[src/shared/mpc_regs.svh]
// timing constants and reset values of the module power control block
// assumes a single 100 MHz reference clock; no software-visible registers
`ifndef MPC_REGS_SVH
`define MPC_REGS_SVH

// reference clock rate in MHz
`define MPC_CLK_MHZ       100
// least time of onboard sequencing after power good, in ns
`define MPC_SEQ_TIME_NS   500
// least dwell in a sleep state before the deepest sleep is entered, in ns
`define MPC_DEEP_TIME_NS  1000
// cycle counts derived from the times above, rounded up
`define MPC_SEQ_CYC  ((`MPC_SEQ_TIME_NS * `MPC_CLK_MHZ + 999) / 1000)
`define MPC_DEEP_CYC ((`MPC_DEEP_TIME_NS * `MPC_CLK_MHZ + 999) / 1000)
// reset value of the synchronised power good level (hold in reset)
`define MPC_PG_RST        1'h0
// reset value of the synchronised button level (released)
`define MPC_BTN_RST       1'h1

`endif

[src/shared/mpc_pkg.sv]
// types of the module power control block
// assumes nothing beyond a SystemVerilog tool; holds no constants
package mpc_pkg;

  // power state of the module
  typedef enum logic [2:0] {
    st_s0,     // running
    st_pwrup,  // supply on, waiting for power good and sequencing
    st_s3,     // suspend to ram
    st_s4,     // suspend to disk
    st_s5,     // soft off
    st_deep    // deepest sleep, only the wake island is powered
  } mpc_state_t;

  // configured response to a power button press
  typedef enum logic [1:0] {
    act_power,   // toggle power on or off
    act_sleep,   // enter suspend to ram from running
    act_ignore,  // no action while running; a press still wakes a sleep state
    act_off      // power off while running; a press in soft off does not power on
  } mpc_action_t;

  // requested sleep type from system software
  typedef enum logic [1:0] {
    slp_s3,
    slp_s4,
    slp_s5,
    slp_none
  } mpc_sleep_t;

  // whole state of the main controller
  typedef struct packed {
    mpc_state_t st;     // present state
    mpc_state_t from;   // sleep state the deepest sleep was entered from
    logic [7:0] cnt;    // dwell and sequencing counter
    logic       rst_n;  // module reset, low = held
    logic       son_n;  // supply on request, low = on
    logic       island; // only the wake island powered
    logic       ctx;    // system context kept in deepest sleep
  } mpc_ctl_t;

endpackage : mpc_pkg

[src/core/mpc_power_ctrl.sv]
// power control and sleep-state controller of a processor module
// assumes power good and button come from the carrier board with pad
// pull-ups, so an undriven line reads high; sleep requests and wake
// events come from on-module logic in the same clock domain
`timescale 1ns/1ns
`include "mpc_regs.svh"

// Contract
// power good high starts onboard sequencing
// reset held while power good low
// carrier keeps power good low until stable
// carrier delays power good about 100ms
// carrier drives low, then floats line
// undriven power good still lets sequencing complete
// active-low supply on output requests main power
// debounced button press requests power on/off
// button response chosen by configuration input
// suspend to ram state supported
// deepest sleep entered only from S3/S4/S5
// entry conditions decide context preservation
// deepest sleep powers only the wake island
// wake returns to the entering sleep state
// inputs synchronised before use
module mpc_power_ctrl (
  input  wire logic       i_ref_clk,
  input  wire logic       i_arst_n,
  input  wire logic       i_power_good_in,
  input  wire logic       i_power_button_n,
  input  wire logic [1:0] i_button_action,
  input  wire logic       i_sleep_req,
  input  wire logic [1:0] i_sleep_type,
  input  wire logic       i_deep_enable,
  input  wire logic       i_wake_event,
  output logic            o_sys_rst_n,
  output logic            o_supply_on_n,
  output logic [2:0]      o_power_state,
  output logic            o_island_only,
  output logic            o_context_kept
);

  ////////////////////////////////////////////////////////////////////////////
  // reset release

  logic [1:0] rst_sync;  // release shift register
  logic       rst_n;     // released reset used by the whole design

  // assert at once, release after two clock edges
  always_ff @(posedge i_ref_clk or negedge i_arst_n) begin
    if (!i_arst_n) begin
      rst_sync <= 2'h0;
    end else begin
      rst_sync <= {rst_sync[0], 1'h1};
    end
  end

  assign rst_n = rst_sync[1];

  ////////////////////////////////////////////////////////////////////////////
  // input conditioning

  logic pg_s;      // synchronised power good
  logic btn_s_n;   // synchronised button, low = pressed
  logic press;     // one-cycle button press

  // carrier levels pass two flops before any decision
  mpc_sync u_sync (
    .i_ref_clk        (i_ref_clk),
    .i_rst_n          (rst_n),
    .i_power_good_in  (i_power_good_in),
    .i_power_button_n (i_power_button_n),
    .o_power_good     (pg_s),
    .o_button_n       (btn_s_n)
  );

  // the carrier debounces, so a falling edge is one request
  mpc_press u_press (
    .i_ref_clk  (i_ref_clk),
    .i_rst_n    (rst_n),
    .i_button_n (btn_s_n),
    .o_press    (press)
  );

  ////////////////////////////////////////////////////////////////////////////
  // controller state

  localparam mpc_pkg::mpc_ctl_t CTL_RST = '{
    st:     mpc_pkg::st_s5,
    from:   mpc_pkg::st_s5,
    cnt:    8'h00,
    rst_n:  1'h0,
    son_n:  1'h1,
    island: 1'h0,
    ctx:    1'h0
  };
  localparam logic [7:0] SEQ_LAST  = 8'(`MPC_SEQ_CYC - 1);
  localparam logic [7:0] DEEP_LAST = 8'(`MPC_DEEP_CYC - 1);

  mpc_pkg::mpc_ctl_t   r;       // registered state
  mpc_pkg::mpc_ctl_t   next_r;  // next state
  mpc_pkg::mpc_action_t act;    // configured button response
  mpc_pkg::mpc_sleep_t  slp;    // requested sleep type
  logic                 wake;   // accepted wake event

  assign act  = mpc_pkg::mpc_action_t'(i_button_action);
  assign slp  = mpc_pkg::mpc_sleep_t'(i_sleep_type);
  assign wake = press | i_wake_event;

  // true for the three states that may drop into deepest sleep
  function automatic logic is_sleep(input mpc_pkg::mpc_state_t s);
    is_sleep = (s == mpc_pkg::st_s3) || (s == mpc_pkg::st_s4) ||
               (s == mpc_pkg::st_s5);
  endfunction : is_sleep

  // next state and outputs
  always_comb begin
    next_r = r;
    case (r.st)
      // sleep states: wake resumes, long dwell may go deeper
      mpc_pkg::st_s3, mpc_pkg::st_s4, mpc_pkg::st_s5: begin
        if (wake && !(r.st == mpc_pkg::st_s5 && press &&
                      act == mpc_pkg::act_off)) begin
          next_r.st  = mpc_pkg::st_pwrup;
          next_r.cnt = 8'h00;
        end else if (!i_deep_enable) begin
          next_r.cnt = 8'h00;
        end else if (r.cnt == DEEP_LAST) begin
          next_r.st   = mpc_pkg::st_deep;
          next_r.from = r.st;
          // only suspend to ram keeps memory alive
          next_r.ctx  = (r.st == mpc_pkg::st_s3);
          next_r.cnt  = 8'h00;
        end else begin
          next_r.cnt = r.cnt + 8'h01;
        end
      end
      // supply on; sequence starts once power good is seen
      mpc_pkg::st_pwrup: begin
        if (!pg_s) begin
          next_r.cnt = 8'h00;
        end else if (r.cnt == SEQ_LAST) begin
          next_r.st  = mpc_pkg::st_s0;
          next_r.cnt = 8'h00;
        end else begin
          next_r.cnt = r.cnt + 8'h01;
        end
      end
      // running: loss of power good, button, software sleep
      mpc_pkg::st_s0: begin
        if (!pg_s) begin
          next_r.st = mpc_pkg::st_pwrup;
        end else if (press) begin
          case (act)
            mpc_pkg::act_power: next_r.st = mpc_pkg::st_s5;
            mpc_pkg::act_off:   next_r.st = mpc_pkg::st_s5;
            mpc_pkg::act_sleep: next_r.st = mpc_pkg::st_s3;
            default:            next_r.st = r.st;
          endcase
        end else if (i_sleep_req) begin
          case (slp)
            mpc_pkg::slp_s3: next_r.st = mpc_pkg::st_s3;
            mpc_pkg::slp_s4: next_r.st = mpc_pkg::st_s4;
            mpc_pkg::slp_s5: next_r.st = mpc_pkg::st_s5;
            default:         next_r.st = r.st;
          endcase
        end
        next_r.cnt = 8'h00;
      end
      // deepest sleep: any press or wake event returns to entering state
      mpc_pkg::st_deep: begin
        if (wake) begin
          next_r.st  = r.from;
          next_r.cnt = 8'h00;
        end
      end
      default: begin
        next_r = CTL_RST;
      end
    endcase
    // outputs follow the next state so they leave flops directly
    next_r.rst_n  = (next_r.st == mpc_pkg::st_s0);
    next_r.son_n  = !((next_r.st == mpc_pkg::st_s0) ||
                      (next_r.st == mpc_pkg::st_pwrup));
    next_r.island = (next_r.st == mpc_pkg::st_deep);
    if (next_r.st != mpc_pkg::st_deep) begin
      next_r.ctx = 1'h0;
    end
  end

  // register the whole state
  always_ff @(posedge i_ref_clk or negedge rst_n) begin
    if (!rst_n) begin
      r <= CTL_RST;
    end else begin
      r <= next_r;
    end
  end

  assign o_sys_rst_n    = r.rst_n;
  assign o_supply_on_n  = r.son_n;
  assign o_power_state  = r.st;
  assign o_island_only  = r.island;
  assign o_context_kept = r.ctx;
endmodule : mpc_power_ctrl

[src/core/mpc_sync.sv]
// two-flop level synchroniser for the carrier inputs
// assumes inputs may change at any time relative to the clock
`timescale 1ns/1ns
`include "mpc_regs.svh"

module mpc_sync (
  input  wire logic i_ref_clk,
  input  wire logic i_rst_n,
  input  wire logic i_power_good_in,
  input  wire logic i_power_button_n,
  output logic      o_power_good,
  output logic      o_button_n
);

  // first stage, read only by the second stage
  logic [1:0] meta;
  logic [1:0] sync;

  ////////////////////////////////////////////////////////////////////////////
  // both stages reset to the safe levels: held in reset, button released
  always_ff @(posedge i_ref_clk or negedge i_rst_n) begin
    if (!i_rst_n) begin
      meta <= {`MPC_PG_RST, `MPC_BTN_RST};
      sync <= {`MPC_PG_RST, `MPC_BTN_RST};
    end else begin
      meta <= {i_power_good_in, i_power_button_n};
      sync <= meta;
    end
  end

  assign o_power_good = sync[1];
  assign o_button_n   = sync[0];

endmodule : mpc_sync

[src/core/mpc_press.sv]
// press detector for the debounced active-low power button
// assumes the button level is already synchronised to the clock
`timescale 1ns/1ns
`include "mpc_regs.svh"

module mpc_press (
  input  wire logic i_ref_clk,
  input  wire logic i_rst_n,
  input  wire logic i_button_n,
  output logic      o_press
);

  logic last_n;  // button level one cycle ago
  logic press;   // registered press pulse

  ////////////////////////////////////////////////////////////////////////////
  // one pulse on each falling edge; a held button gives one pulse only
  always_ff @(posedge i_ref_clk or negedge i_rst_n) begin
    if (!i_rst_n) begin
      last_n <= `MPC_BTN_RST;
      press  <= 1'h0;
    end else begin
      last_n <= i_button_n;
      press  <= last_n & ~i_button_n;
    end
  end

  assign o_press = press;

endmodule : mpc_press

[config.mk]
export PLATFORM = sky130hd
export DESIGN_NAME = mpc_power_ctrl
export DESIGN_NICKNAME = d
export VERILOG_FILES = /design/src/shared/mpc_pkg.sv /design/src/core/mpc_power_ctrl.sv /design/src/core/mpc_sync.sv /design/src/core/mpc_press.sv
export VERILOG_INCLUDE_DIRS = /design/src /design/src/shared
export SDC_FILE = /design/constraint.sdc
export NUM_CORES = 1
export LEC_CHECK = 0
export BUFFER_PORTS_ARGS = -buffer_cell sky130_fd_sc_hd__buf_2
export CAP_MARGIN = 0
export CORE_UTILIZATION = 55
export CTS_CLUSTER_SIZE = 14
export DETAILED_ROUTE_END_ITERATION = 7
export GPL_TIMING_DRIVEN = 0
export PLACE_DENSITY = 0.77
export SLEW_MARGIN = 20
export SYNTH_ARGS = -nofsm -noshare
export SYNTH_HDL_FRONTEND = slang
export SYNTH_SLANG_ARGS = --single-unit
[constraint.sdc]
create_clock -name i_ref_clk -period 0.9 [get_ports i_ref_clk]
set_input_delay 0.135 -clock i_ref_clk [delete_from_list [all_inputs] [get_ports i_ref_clk]]
set_output_delay 0.135 -clock i_ref_clk [all_outputs]
set_load 0.05 [all_outputs]
==> results of run 1 <==
## worst max-delay path, delay by kind of cell, from the launching register on
family          cells  cell delay (ns)
flops               1             0.44
buf+inv             1             0.25
simple gates        3             0.85
compound gates      2             0.31
## layout by cell type, fill, tap and decap left out, types with 4 or more instances in the layout
| cell type | count |
|---|---|
| sky130_fd_sc_hd__a21oi_1 | 5 |
| sky130_fd_sc_hd__dfrtp_1 | 16 |
| sky130_fd_sc_hd__buf_4 | 15 |
| sky130_fd_sc_hd__nand2_1 | 19 |
| sky130_fd_sc_hd__buf_2 | 11 |
| sky130_fd_sc_hd__dfrtp_2 | 4 |
| sky130_fd_sc_hd__inv_1 | 10 |
| sky130_fd_sc_hd__nor2_1 | 4 |
| sky130_fd_sc_hd__ha_1 | 4 |
| sky130_fd_sc_hd__buf_8 | 4 |
| sky130_fd_sc_hd__a21o_1 | 4 |
| sky130_fd_sc_hd__dfstp_2 | 6 |
| sky130_fd_sc_hd__o211ai_1 | 4 |
| sky130_fd_sc_hd__buf_6 | 13 |
| sky130_fd_sc_hd__nand3_1 | 4 |
## how the worst max path moves through the flow
stage / from / endpoint / slack, ns / depth (start not counted)
after CTS: r[4]$_DFFE_PN0P_ / o_sys_rst_n$_DFF_PN0_ / -0.92 / 6
after global placement: r[4]$_DFFE_PN0P_ / o_sys_rst_n$_DFF_PN0_ / -1.04 / 5
after global routing: r[5]$_DFFE_PN0P_ / o_context_kept$_DFFE_PN0P_ / -1.06 / 6
final: o_power_state[1]$_DFF_PN0_ / o_sys_rst_n$_DFF_PN0_ / -1.00 / 6
after detailed placement: r[4]$_DFFE_PN0P_ / o_sys_rst_n$_DFF_PN0_ / -1.08 / 5
after floorplan: r[4]$_DFFE_PN0P_ / o_context_kept$_DFFE_PN0P_ / -0.83 / 6
## where the power goes
group          switching, mW  internal (mW)
clock network          0.336          0.450
logic                  0.981          0.846
registers              0.147           1.31
total                   1.46           2.61
## layout make-up
cell class                 instances  area (um^2)  area share [%]
clock inverter                     1         30.0            1.41
multi-input combinational        102          917            42.9
sequential                        26          663            31.0
inverter                          11         41.3            1.93
tap                               30         37.5            1.76
timing repair buffer              40          355            16.6
clock buffer                       3         22.5            1.05
buffer                             7         68.8            3.22
## cell usage after synthesis, types with 2 or more instances
library cell,number,share of area (%)
sky130_fd_sc_hd__a21o_1,4,2.0
sky130_fd_sc_hd__a21oi_1,6,2.0
sky130_fd_sc_hd__and2_1,2,0.84
sky130_fd_sc_hd__and3_1,3,1.3
sky130_fd_sc_hd__buf_2,3,1.0
sky130_fd_sc_hd__buf_4,3,1.5
sky130_fd_sc_hd__dfrtp_1,20,33
sky130_fd_sc_hd__dfstp_2,6,11
sky130_fd_sc_hd__ha_1,5,4.2
sky130_fd_sc_hd__inv_1,11,2.8
sky130_fd_sc_hd__nand2_1,19,4.8
sky130_fd_sc_hd__nand2b_1,3,1.3
sky130_fd_sc_hd__nand3_1,4,1.3
sky130_fd_sc_hd__nor2_1,6,1.5
sky130_fd_sc_hd__nor2b_1,3,1.3
sky130_fd_sc_hd__nor3_1,4,1.3
sky130_fd_sc_hd__nor3b_2,2,1.7
sky130_fd_sc_hd__o211ai_1,4,2.0
sky130_fd_sc_hd__o21ai_0,5,1.7
sky130_fd_sc_hd__o22ai_1,4,1.7
## cells by family (layout without fill, tap and decap cells)
logic type	count (synthesis)	in the layout
other	1	1
buffers and inverters	18	62
AO/OA/AOI/OAI	38	38
adder cells (fa/ha/maj)	5	5
flip-flops	26	26
AND/OR/NAND/NOR	58	58
## stage by stage
stage	instances	hold slack [ns]	utilization (%)	setup TNS (ns)	setup slack (ns)
global route	220	0.106	84.7	-18.52	-1.06
floorplan	146	-0.161	-	-12.05	-0.831
global placement	193	-0.0809	65.8	-16.61	-1.04
finish	220	0.120	84.7	-17.07	-1.00
CTS	216	0.0998	79.4	-16.22	-0.915
detailed placement	193	-0.0788	65.8	-18.04	-1.08
## timing repair
action | in CTS | in global routing
endpoints found under the hold margin | 4 | 0
endpoints found under the setup margin | 49 | 25
buffers inserted | 16 | 4
pin swaps | 16 | 5
gates resized for setup | 37 | 22
hold buffers | 3 | 0
## flip-flops by register name (all words and copies together), names as in the netlist
signal           flops
u_sync.sync          2
u_press.last_n       1
r                   11
u_press.o_press      1
o_sys_rst_n          1
u_sync.meta          2
o_island_only        1
o_power_state        3
rst_sync             2
o_supply_on_n        1
o_context_kept       1
## layer usage
layer	vias up	GRT usage, %	part of all wire (%)
met1	678	35.3	39
met4	0	11.5	6.0
met3	27	5.93	4.5
met5	-	0	0
li1	610	-	-
met2	63	46.5	50
==> out/qor.log, run 1 <==
qor: detailed_routing.route.detailed.drc 0
qor: worst_setup_path.critical_path_required 1.17 ns
qor: clocking.clock_sink_count 26
qor: timing.fin_ws -1.00 ns
qor: power_and_ir_drop.post-layout-total-power 4.07 mW
qor: layout.layout.cell_area.non_filler 2140 um^2
qor: worst_setup_path.critical_path_peak_fanout 10
qor: detailed_routing.antenna_violating_nets_post_route 0
qor: worst_setup_path.timing.reg2reg.worst_path_depth 6
qor: synth.synth_compound_gate_area_share 21.7%
qor: detailed_routing.detailroute.via_count 1378
qor: worst_setup_path.regToRegEndpoint o_sys_rst_n$_DFF_PN0_
qor: detailed_routing.postRouteWirelength 4360 um
qor: synth.yosys_warnings 0
qor: floorplan.initial_core_util 59.3%
qor: hold_path.worst_hold_path_type in2async
qor: layout.area_growth 42.7%
qor: clocking.clk_transition_reported_paths 0.14 ns
qor: synth.synth-xor-area-share 0%
qor: global_routing.grt_first_pass_wirelength 5700 um
qor: synth.synth.area.mux_share 0%
qor: timing.top_achievable_clock_speed 0.526 GHz
qor: timing.fin_crit_sh 211%
qor: global_routing.gr-total-overflow 0
qor: clocking.cts.htree.levels 1
qor: synth.postSynthCellCount 146
qor: synth.synthesis.area 1500 um^2
qor: floorplan.die_width 54.2 um
qor: floorplan.fp.dieArea 2930 um^2
qor: placed_design.portBuffers 17
qor: layout.final_layout_size_suffix_gt1_share 47.9%
qor: synth.synth_top_flop_cell sky130_fd_sc_hd__dfrtp_1
qor: detailed_routing.drt-wirelength-per-cell 19.8 um
qor: detailed_routing.drt_first_pass_iters 4
qor: worst_setup_path.crit_chain buf_4, and3b_1, o21ai_0, o211ai_1, nor4_4, and3_1
qor: synth.synth_top_family_by_area simple AND/OR/NAND/NOR gates
qor: detailed_routing.detail_route.iter0.violations 51
qor: synth.synthArstFlopShare 100%
qor: synth.ys_types 49
qor: floorplan.i_o_pins 18
qor: placed_design.gpl.final_weighted_congestion 0.889
qor: timing.finalHoldViolations 0
qor: floorplan.design.core.area 2520 um^2
qor: worst_setup_path.worstSetupEndpointType flip-flop
qor: synth.number_of_synthesized_register_bits 26
qor: timing.drv_slew 0
qor: synth.synth_simple_gate_area_share 23.8%
qor: layout.fillers 129
qor: global_routing.antenna_found_initial 0
qor: worst_setup_path.cpPeakStageDelay 0.44 ns
qor: clocking.cts_inserted_buffers 3
qor: placed_design.dpl_cell_area 1660 um^2
qor: timing.setup_violations 25
qor: outcome.run_status finished, violations left
qor: power_and_ir_drop.static-leakage-power 0.980 nW
qor: clocking.clockBufferDepth 2
qor: layout.antennaDiodeCount 0
qor: layout.nets 207
qor: placed_design.post-dp-hpwl 2160 um
qor: worst_setup_path.critPathLaunchType flip-flop
qor: timing.worst_slew_pin_slew 0.511 ns
qor: worst_setup_path.critPathKind reg2reg
qor: clocking.worst_skew_pair.late_latency 0.32 ns
qor: clocking.clock-root-buffer sky130_fd_sc_hd__clkbuf_4
qor: synth.number_of_flops_mapped_to_enable_cells_by_yosys 0
qor: global_routing.grt_start_max_net_pins 25
qor: timing.unrepaired_setup_endpoints_after_global_routing true
qor: flow_run.cap_violations 0
qor: worst_setup_path.regToRegStartpoint o_power_state[1]$_DFF_PN0_
qor: timing.clock-skew-final 0.00775 ns
qor: synth.syn-mean-instance-area 10.2 um^2
qor: power_and_ir_drop.power_per_cell_area 1910 nW/um^2
qor: worst_setup_path.r2r_setup_slack -1.00 ns
qor: detailed_routing.post_drt_via_cell_ratio 6.26
qor: synth.synth_nets 162
qor: clocking.clock_tree_from_tritoncts done
qor: global_routing.first_global_vias 1229
qor: worst_setup_path.slowest_stage sky130_fd_sc_hd__dfrtp_1
qor: outcome.failed_checks setup timing
qor: worst_setup_path.critical_path_arrival 2.17 ns
qor: synth.yosysSeqAreaShare 44.0%
qor: power_and_ir_drop.max-vdd-ir-drop 2.05 mV
qor: floorplan.fp.dieH 54.2 um
qor: synth.yosys.area_share.adder 4.18%
qor: timing.timing.max_slew.rel_slack 65.7%
qor: floorplan.floorplan.rows 18
qor: global_routing.groute.usage.overall 28.1%
qor: timing.period_needed 1.90 ns
(Power assumes the default switching activity.)
==> run 2: changes to the inputs <==
Settings changed: CORE_UTILIZATION 55 to 45, HOLD_SLACK_MARGIN set to 0.02, PLACE_DENSITY 0.77 to 0.65.
==> run 2 against run 1 <==
The run still ends with setup timing left; power shrank 3.4%; sequential share of layout area is 0.054 points lower; global-route usage down 5.8 points; die area is 21% higher; routed wire length down 16%; clock-buffer cell count stayed put; highest routed layer unchanged.
==> out/qor.log, run 2 (synthesis results as in run 1) <==
qor: outcome.run_status finished, violations left
qor: outcome.failed_checks setup timing
qor: timing.fin_tns_setup -15.54 ns [+1.53 ns]
qor: layout.largest-register r
qor: worst_setup_path.regToRegStartpoint u_press.o_press$_DFF_PN0_
qor: floorplan.initial_core_util 48.2% [-11 points]
qor: floorplan.floorplan.rows 20 [+2]
qor: placed_design.dp_worst_setup_slack -1.10 ns [-0.0163 ns]
qor: placed_design.gpl.final_weighted_congestion 0.818 [-8.0%]
qor: clocking.cts.htree.levels 1 [unchanged]
qor: clocking.worst_skew_pair.late_latency 0.32 ns [about the same]
qor: floorplan.fp.dieH 59.7 um [+10%]
qor: power_and_ir_drop.post-layout-total-power 3.93 mW [-3.4%]
qor: detailed_routing.antenna_violating_nets_post_route 0 [unchanged]
qor: timing.fin_crit_sh 203% [-8.5 points]
qor: timing.timing.max_slew.rel_slack 64.3% [-1.4 points]
qor: timing.clock-skew-final 0.00373 ns [-0.00402 ns]
qor: clocking.clk_transition_reported_paths 0.14 ns [about the same]
qor: placed_design.portBuffers 17 [unchanged]
qor: timing.drv_slew 0 [unchanged]
qor: clocking.clockBufferDepth 2 [unchanged]
qor: layout.area_growth 43.0%
qor: timing.unrepaired_setup_endpoints_after_global_routing true
qor: floorplan.i_o_pins 18 [unchanged]
qor: detailed_routing.route.detailed.drc 0 [unchanged]
qor: global_routing.antenna_found_initial 0 [unchanged]
qor: worst_setup_path.timing.reg2reg.worst_path_depth 6 [unchanged]
qor: worst_setup_path.critical_path.startpoint u_press.o_press$_DFF_PN0_
qor: worst_setup_path.critical_path_arrival 2.06 ns [-0.11 ns]
qor: layout.layout.cell_area.non_filler 2140 um^2 [+0.18%]
qor: power_and_ir_drop.power_per_cell_area 1840 nW/um^2 [-3.6%]
qor: worst_setup_path.worstSetupEndpointType flip-flop
qor: detailed_routing.drt_first_pass_iters 4 [unchanged]
qor: floorplan.die_width 59.7 um [+10%]
qor: detailed_routing.detailroute.via_count 1281 [-7.0%]
qor: timing.period_needed 1.83 ns [-0.0763 ns]
qor: worst_setup_path.critPathKind reg2reg
qor: floorplan.fp.dieArea 3560 um^2 [+21%]
qor: clocking.clock_sink_count 26 [unchanged]
qor: global_routing.grt_start_max_net_pins 25 [unchanged]
qor: global_routing.gr-total-overflow 0 [unchanged]
qor: timing.finalHoldViolations 0 [unchanged]
qor: power_and_ir_drop.max-vdd-ir-drop 2.02 mV [-1.3%]
qor: layout.largest_register_ffs 11 [unchanged]
qor: clocking.clock_tree_from_tritoncts done
qor: power_and_ir_drop.static-leakage-power 0.958 nW [-2.3%]
qor: flow_run.cap_violations 0 [unchanged]
qor: global_routing.grt_first_pass_wirelength 5760 um [+1.1%]
qor: global_routing.first_global_vias 1289 [+4.9%]
qor: layout.post-route-util 69.0% [-16 points]
qor: timing.worst_slew_pin_slew 0.536 ns [+0.0248 ns]
qor: layout.final_layout_size_suffix_gt1_share 49.5% [+1.6 points]
qor: worst_setup_path.critical_path_required 1.13 ns [-0.04 ns]
qor: detailed_routing.drt-wirelength-per-cell 15.8 um [-21%]
qor: layout.antennaDiodeCount 0 [unchanged]
qor: layout.layout.cells.most_common_list sky130_fd_sc_hd__nand2_1, sky130_fd_sc_hd__dfrtp_1, sky130_fd_sc_hd__buf_4, sky130_fd_sc_hd__buf_2, sky130_fd_sc_hd__buf_6
qor: placed_design.dpl_cell_area 1680 um^2 [+1.1%]
qor: timing.fin_ws -0.926 ns [+0.0763 ns]
qor: layout.fillers 239 [+85%]
qor: timing.top_achievable_clock_speed 0.548 GHz [+4.2%]
qor: timing.setup_violations 25 [unchanged]
qor: global_routing.groute.usage.overall 22.2% [-5.8 points]
qor: worst_setup_path.critPathLaunchType flip-flop
qor: clocking.clock-root-buffer sky130_fd_sc_hd__clkbuf_4
qor: clocking.cts_inserted_buffers 3 [unchanged]
qor: floorplan.design.core.area 3100 um^2 [+23%]
qor: layout.nets 205 [-0.97%]
qor: detailed_routing.post_drt_via_cell_ratio 5.52 [-12%]
qor: detailed_routing.postRouteWirelength 3660 um [-16%]
qor: worst_setup_path.critical_path_peak_fanout 4 [-6]
qor: placed_design.post-dp-hpwl 2220 um [+2.8%]
qor: layout.multi_input_comb_area 918 um^2 [+0.14%]
qor: layout.seqCellArea 663 um^2 [unchanged]
qor: hold_path.worst_hold_path_type in2async
qor: detailed_routing.detail_route.iter0.violations 90 [+76%]
-- run 2: changes by cell type in the layout (fill, tap and decap cells not counted), sizes merged --
| cell | delta |
|---|---|
| buf | -3 |
| clkbuf | +1 |
-- run 2: per-stage QoR --
step | hold WS (ns) | instances
finish | 0.109 | 232
global route | 0.0972 | 232
CTS | 0.102 | 226
detailed placement | -0.0748 | 207
global placement | -0.0816 | 207
floorplan | -0.161 | 146
-- run 2: metal layers --
metal | global-route usage [%] | vias up | part of all wire [%]
met5 | 0 | - | 0
met4 | 9.97 | 0 | 2.5
met3 | 4.11 | 8 | 3.9
met2 | 37.5 | 40 | 50
met1 | 27.7 | 625 | 44
li1 | - | 608 | -
-- run 2: power breakdown --
| group | internal [mW] | switching (mW) |
|---|---|---|
| logic | 0.789 | 0.930 |
| registers | 1.31 | 0.118 |
| clock network | 0.450 | 0.339 |
| total | 2.55 | 1.39 |
-- run 2: path summary, 6_finish.rpt --
check / to / slack (ns)
setup / recovery: o_context_kept$_DFFE_PN0P_ / -0.93
hold / removal: rst_sync[1]$_DFF_PN0_ / 0.11
setup reg to reg: o_context_kept$_DFFE_PN0P_ / -0.93
hold reg to reg: r[4]$_DFFE_PN0P_ / 0.26
max in group asynchronous: o_power_state[0]$_DFF_PN0_ / 0.26
min in group i_ref_clk: r[14]$_DFFE_PN1P_ / 0.26
-- run 2: final cells by class --
class / instances / share of cell area (%)
Sequential cell: 26 / 31.0
Timing Repair Buffer: 40 / 16.8
Buffer: 5 / 2.34
Clock inverter: 1 / 1.40
Multi-Input combinational cell: 102 / 42.9
Clock buffer: 3 / 1.05
Inverter: 11 / 1.93
Tap cell: 44 / 2.57
-- run 2: timing repair --
item                                   in CTS  in global routing
buffers inserted                           13                  8
resized for setup                          37                 26
pin swaps                                  18                  9
endpoints found under the hold margin       4                  0
setup endpoints to repair                  49                 49
hold buffers                                3                  0
-- run 2: critical path: stages, from the launching register on --
cell and delay, ns:
sky130_fd_sc_hd__dfrtp_2 0.47, sky130_fd_sc_hd__buf_6 0.14, sky130_fd_sc_hd__nor3b_4 0.25, sky130_fd_sc_hd__nand2_2 0.11
sky130_fd_sc_hd__a2111oi_4 0.44, sky130_fd_sc_hd__nor4_4 0.11, sky130_fd_sc_hd__nor4b_2 0.22
==> run 3: changes to the inputs <==
Settings changed: SKIP_CTS_REPAIR_TIMING set to 1.
==> run 3 against run 2 <==
The flow still finishes with violations (setup timing); clock skew decreased by 0.0025 ns; first-iteration DRC count fell by 24%; via count shrank 5.1%; final area decreased by 6.6%; register-to-register slack worse by 0.06 ns; combinational power down 22%; critical path type unchanged; largest power group is now sequential cells.
==> out/qor.log, run 3 (synthesis results as in run 1) <==
qor: outcome.run_status finished, violations left
qor: outcome.failed_checks setup timing
qor: timing.drv_slew 0 [unchanged]
qor: power_and_ir_drop.power_per_cell_area 1820 nW/um^2 [-1.3%]
qor: clocking.worst_skew_pair.late_latency 0.31 ns [about the same]
qor: worst_setup_path.critPathLaunchType flip-flop
qor: flow_run.cap_violations 0 [unchanged]
qor: clocking.clockBufferDepth 2 [unchanged]
qor: floorplan.i_o_pins 18 [unchanged]
qor: layout.area_growth 33.5%
qor: worst_setup_path.critical_path.startpoint u_press.o_press$_DFF_PN0_
qor: worst_setup_path.critical_path_required 1.12 ns [about the same]
qor: placed_design.dp_worst_setup_slack -1.10 ns [unchanged]
qor: hold_path.worst_hold_path_type in2async
qor: detailed_routing.drt-wirelength-per-cell 14.3 um [-9.4%]
qor: detailed_routing.antenna_violating_nets_post_route 0 [unchanged]
qor: placed_design.gpl.final_weighted_congestion 0.818 [unchanged]
qor: timing.fin_crit_sh 210% [+7.0 points]
qor: layout.nets 198 [-3.4%]
qor: layout.fillers 262 [+9.6%]
qor: floorplan.die_width 59.7 um [unchanged]
qor: placed_design.post-dp-hpwl 2220 um [unchanged]
qor: placed_design.portBuffers 17 [unchanged]
qor: floorplan.floorplan.rows 20 [unchanged]
qor: clocking.clock_tree_from_tritoncts done
qor: floorplan.fp.dieH 59.7 um [unchanged]
qor: detailed_routing.detail_route.iter0.violations 68 [-24%]
qor: clocking.clock-root-buffer sky130_fd_sc_hd__clkbuf_4
qor: detailed_routing.route.detailed.drc 0 [unchanged]
qor: worst_setup_path.critical_path_arrival 2.11 ns [+0.05 ns]
qor: floorplan.fp.dieArea 3560 um^2 [unchanged]
qor: clocking.cts_inserted_buffers 3 [unchanged]
qor: global_routing.grt_start_max_net_pins 25 [unchanged]
qor: worst_setup_path.worstSetupEndpointType flip-flop
qor: detailed_routing.detailroute.via_count 1216 [-5.1%]
qor: detailed_routing.postRouteWirelength 3210 um [-12%]
qor: placed_design.dpl_cell_area 1680 um^2 [unchanged]
qor: layout.layout.cells.most_common sky130_fd_sc_hd__nand2_1
qor: floorplan.design.core.area 3100 um^2 [unchanged]
qor: clocking.cts.htree.levels 1 [unchanged]
qor: power_and_ir_drop.post-layout-total-power 3.63 mW [-7.8%]
qor: layout.largest_register_ffs 11 [unchanged]
qor: global_routing.first_global_vias 1121 [-13%]
qor: timing.unrepaired_setup_endpoints_after_global_routing true
qor: timing.period_needed 1.89 ns [+0.0632 ns]
qor: worst_setup_path.critical_path_peak_fanout 8 [+4]
qor: timing.finalHoldViolations 0 [unchanged]
qor: timing.clock-skew-final 0.00120 ns [-0.00254 ns]
qor: layout.layout.cells.most_common_list sky130_fd_sc_hd__nand2_1, sky130_fd_sc_hd__dfrtp_1, sky130_fd_sc_hd__buf_2, sky130_fd_sc_hd__buf_4, sky130_fd_sc_hd__inv_1
qor: layout.final_layout_size_suffix_gt1_share 43.1% [-6.4 points]
qor: global_routing.antenna_found_initial 0 [unchanged]
qor: detailed_routing.post_drt_via_cell_ratio 5.40 [-2.1%]
qor: timing.worst_slew_pin_slew 0.511 ns [-0.0244 ns]
qor: global_routing.groute.usage.overall 18.3% [-4.0 points]
qor: layout.largest-register r
qor: power_and_ir_drop.static-leakage-power 0.901 nW [-6.0%]
qor: global_routing.grt_first_pass_wirelength 4760 um [-17%]
qor: floorplan.initial_core_util 48.2% [unchanged]
qor: worst_setup_path.timing.reg2reg.worst_path_depth 6 [unchanged]
qor: clocking.clk_transition_reported_paths 0.14 ns [about the same]
qor: layout.antennaDiodeCount 0 [unchanged]
qor: timing.setup_violations 25 [unchanged]
qor: timing.timing.max_slew.rel_slack 65.9% [+1.6 points]
qor: clocking.clock_sink_count 26 [unchanged]
qor: timing.hold_slack 0.113 ns [+0.00378 ns]
qor: timing.top_achievable_clock_speed 0.529 GHz [-3.3%]
qor: global_routing.gr-total-overflow 0 [unchanged]
qor: detailed_routing.drt_first_pass_iters 4 [unchanged]
qor: power_and_ir_drop.max-vdd-ir-drop 1.36 mV [-33%]
qor: worst_setup_path.regToRegStartpoint u_press.o_press$_DFF_PN0_
qor: layout.layout.cell_area.non_filler 2000 um^2 [-6.6%]
qor: timing.fin_ws -0.989 ns [-0.0632 ns]
qor: worst_setup_path.critPathKind reg2reg
## run 3: changes by cell type in the layout (fill, tap and decap cells not counted), sizes merged
| cell | delta |
|---|---|
| buf | -6 |
| clkbuf | -1 |
## run 3: routing by layer
| layer | track usage, % | vias to the layer above | part of all wire (%) |
|---|---|---|---|
| met5 | 0 | - | 0 |
| met4 | 6.98 | 0 | 0.59 |
| met3 | 3.25 | 2 | 3.1 |
| met2 | 31.7 | 24 | 51 |
| met1 | 22.4 | 597 | 45 |
| li1 | - | 593 | - |
## run 3: through the flow
step | util [%] | cells | TNS (ns)
4_1_cts | 55.7 | 211 | -20.95
2_1_floorplan | - | 146 | -12.05
3_5_place_dp | 54.0 | 207 | -18.87
6_report | 64.4 | 225 | -16.28
3_3_place_gp | 54.0 | 207 | -17.69
5_1_grt | 64.4 | 225 | -18.07
## run 3: power breakdown
group	switching [mW]	internal (mW)	total, mW
logic	0.760	0.580	1.34
clock network	0.333	0.450	0.784
registers	0.191	1.31	1.50
total	1.28	2.34	3.63
## run 3: layout make-up
| cell class | instances | area [um^2] | area share, % |
|---|---|---|---|
| Inverter | 11 | 41.3 | 2.07 |
| Clock buffer | 3 | 22.5 | 1.13 |
| Timing Repair Buffer | 32 | 265 | 13.3 |
| Tap cell | 44 | 55.1 | 2.76 |
| Multi-Input combinational cell | 102 | 872 | 43.6 |
| Buffer | 6 | 47.5 | 2.38 |
| Sequential cell | 26 | 664 | 33.2 |
| Clock inverter | 1 | 30.0 | 1.50 |
## run 3: path summary, 6_finish.rpt
path,slack (ns),to
max,-0.99,r[10]$_DFFE_PN0P_
min,0.11,rst_sync[1]$_DFF_PN0_
max reg2reg,-0.99,r[10]$_DFFE_PN0P_
min reg2reg,0.25,r[10]$_DFFE_PN0P_
max in group asynchronous,0.28,u_press.o_press$_DFF_PN0_
min in group i_ref_clk,0.28,r[14]$_DFFE_PN1P_
## run 3: critical path: stages, from the launching register on
cell and delay [ns]:
sky130_fd_sc_hd__dfrtp_2 0.47, sky130_fd_sc_hd__or2_1 0.23, sky130_fd_sc_hd__buf_6 0.14, sky130_fd_sc_hd__a2111oi_4 0.33, sky130_fd_sc_hd__o211a_4 0.27, sky130_fd_sc_hd__nor2_4 0.07, sky130_fd_sc_hd__o41ai_2 0.28
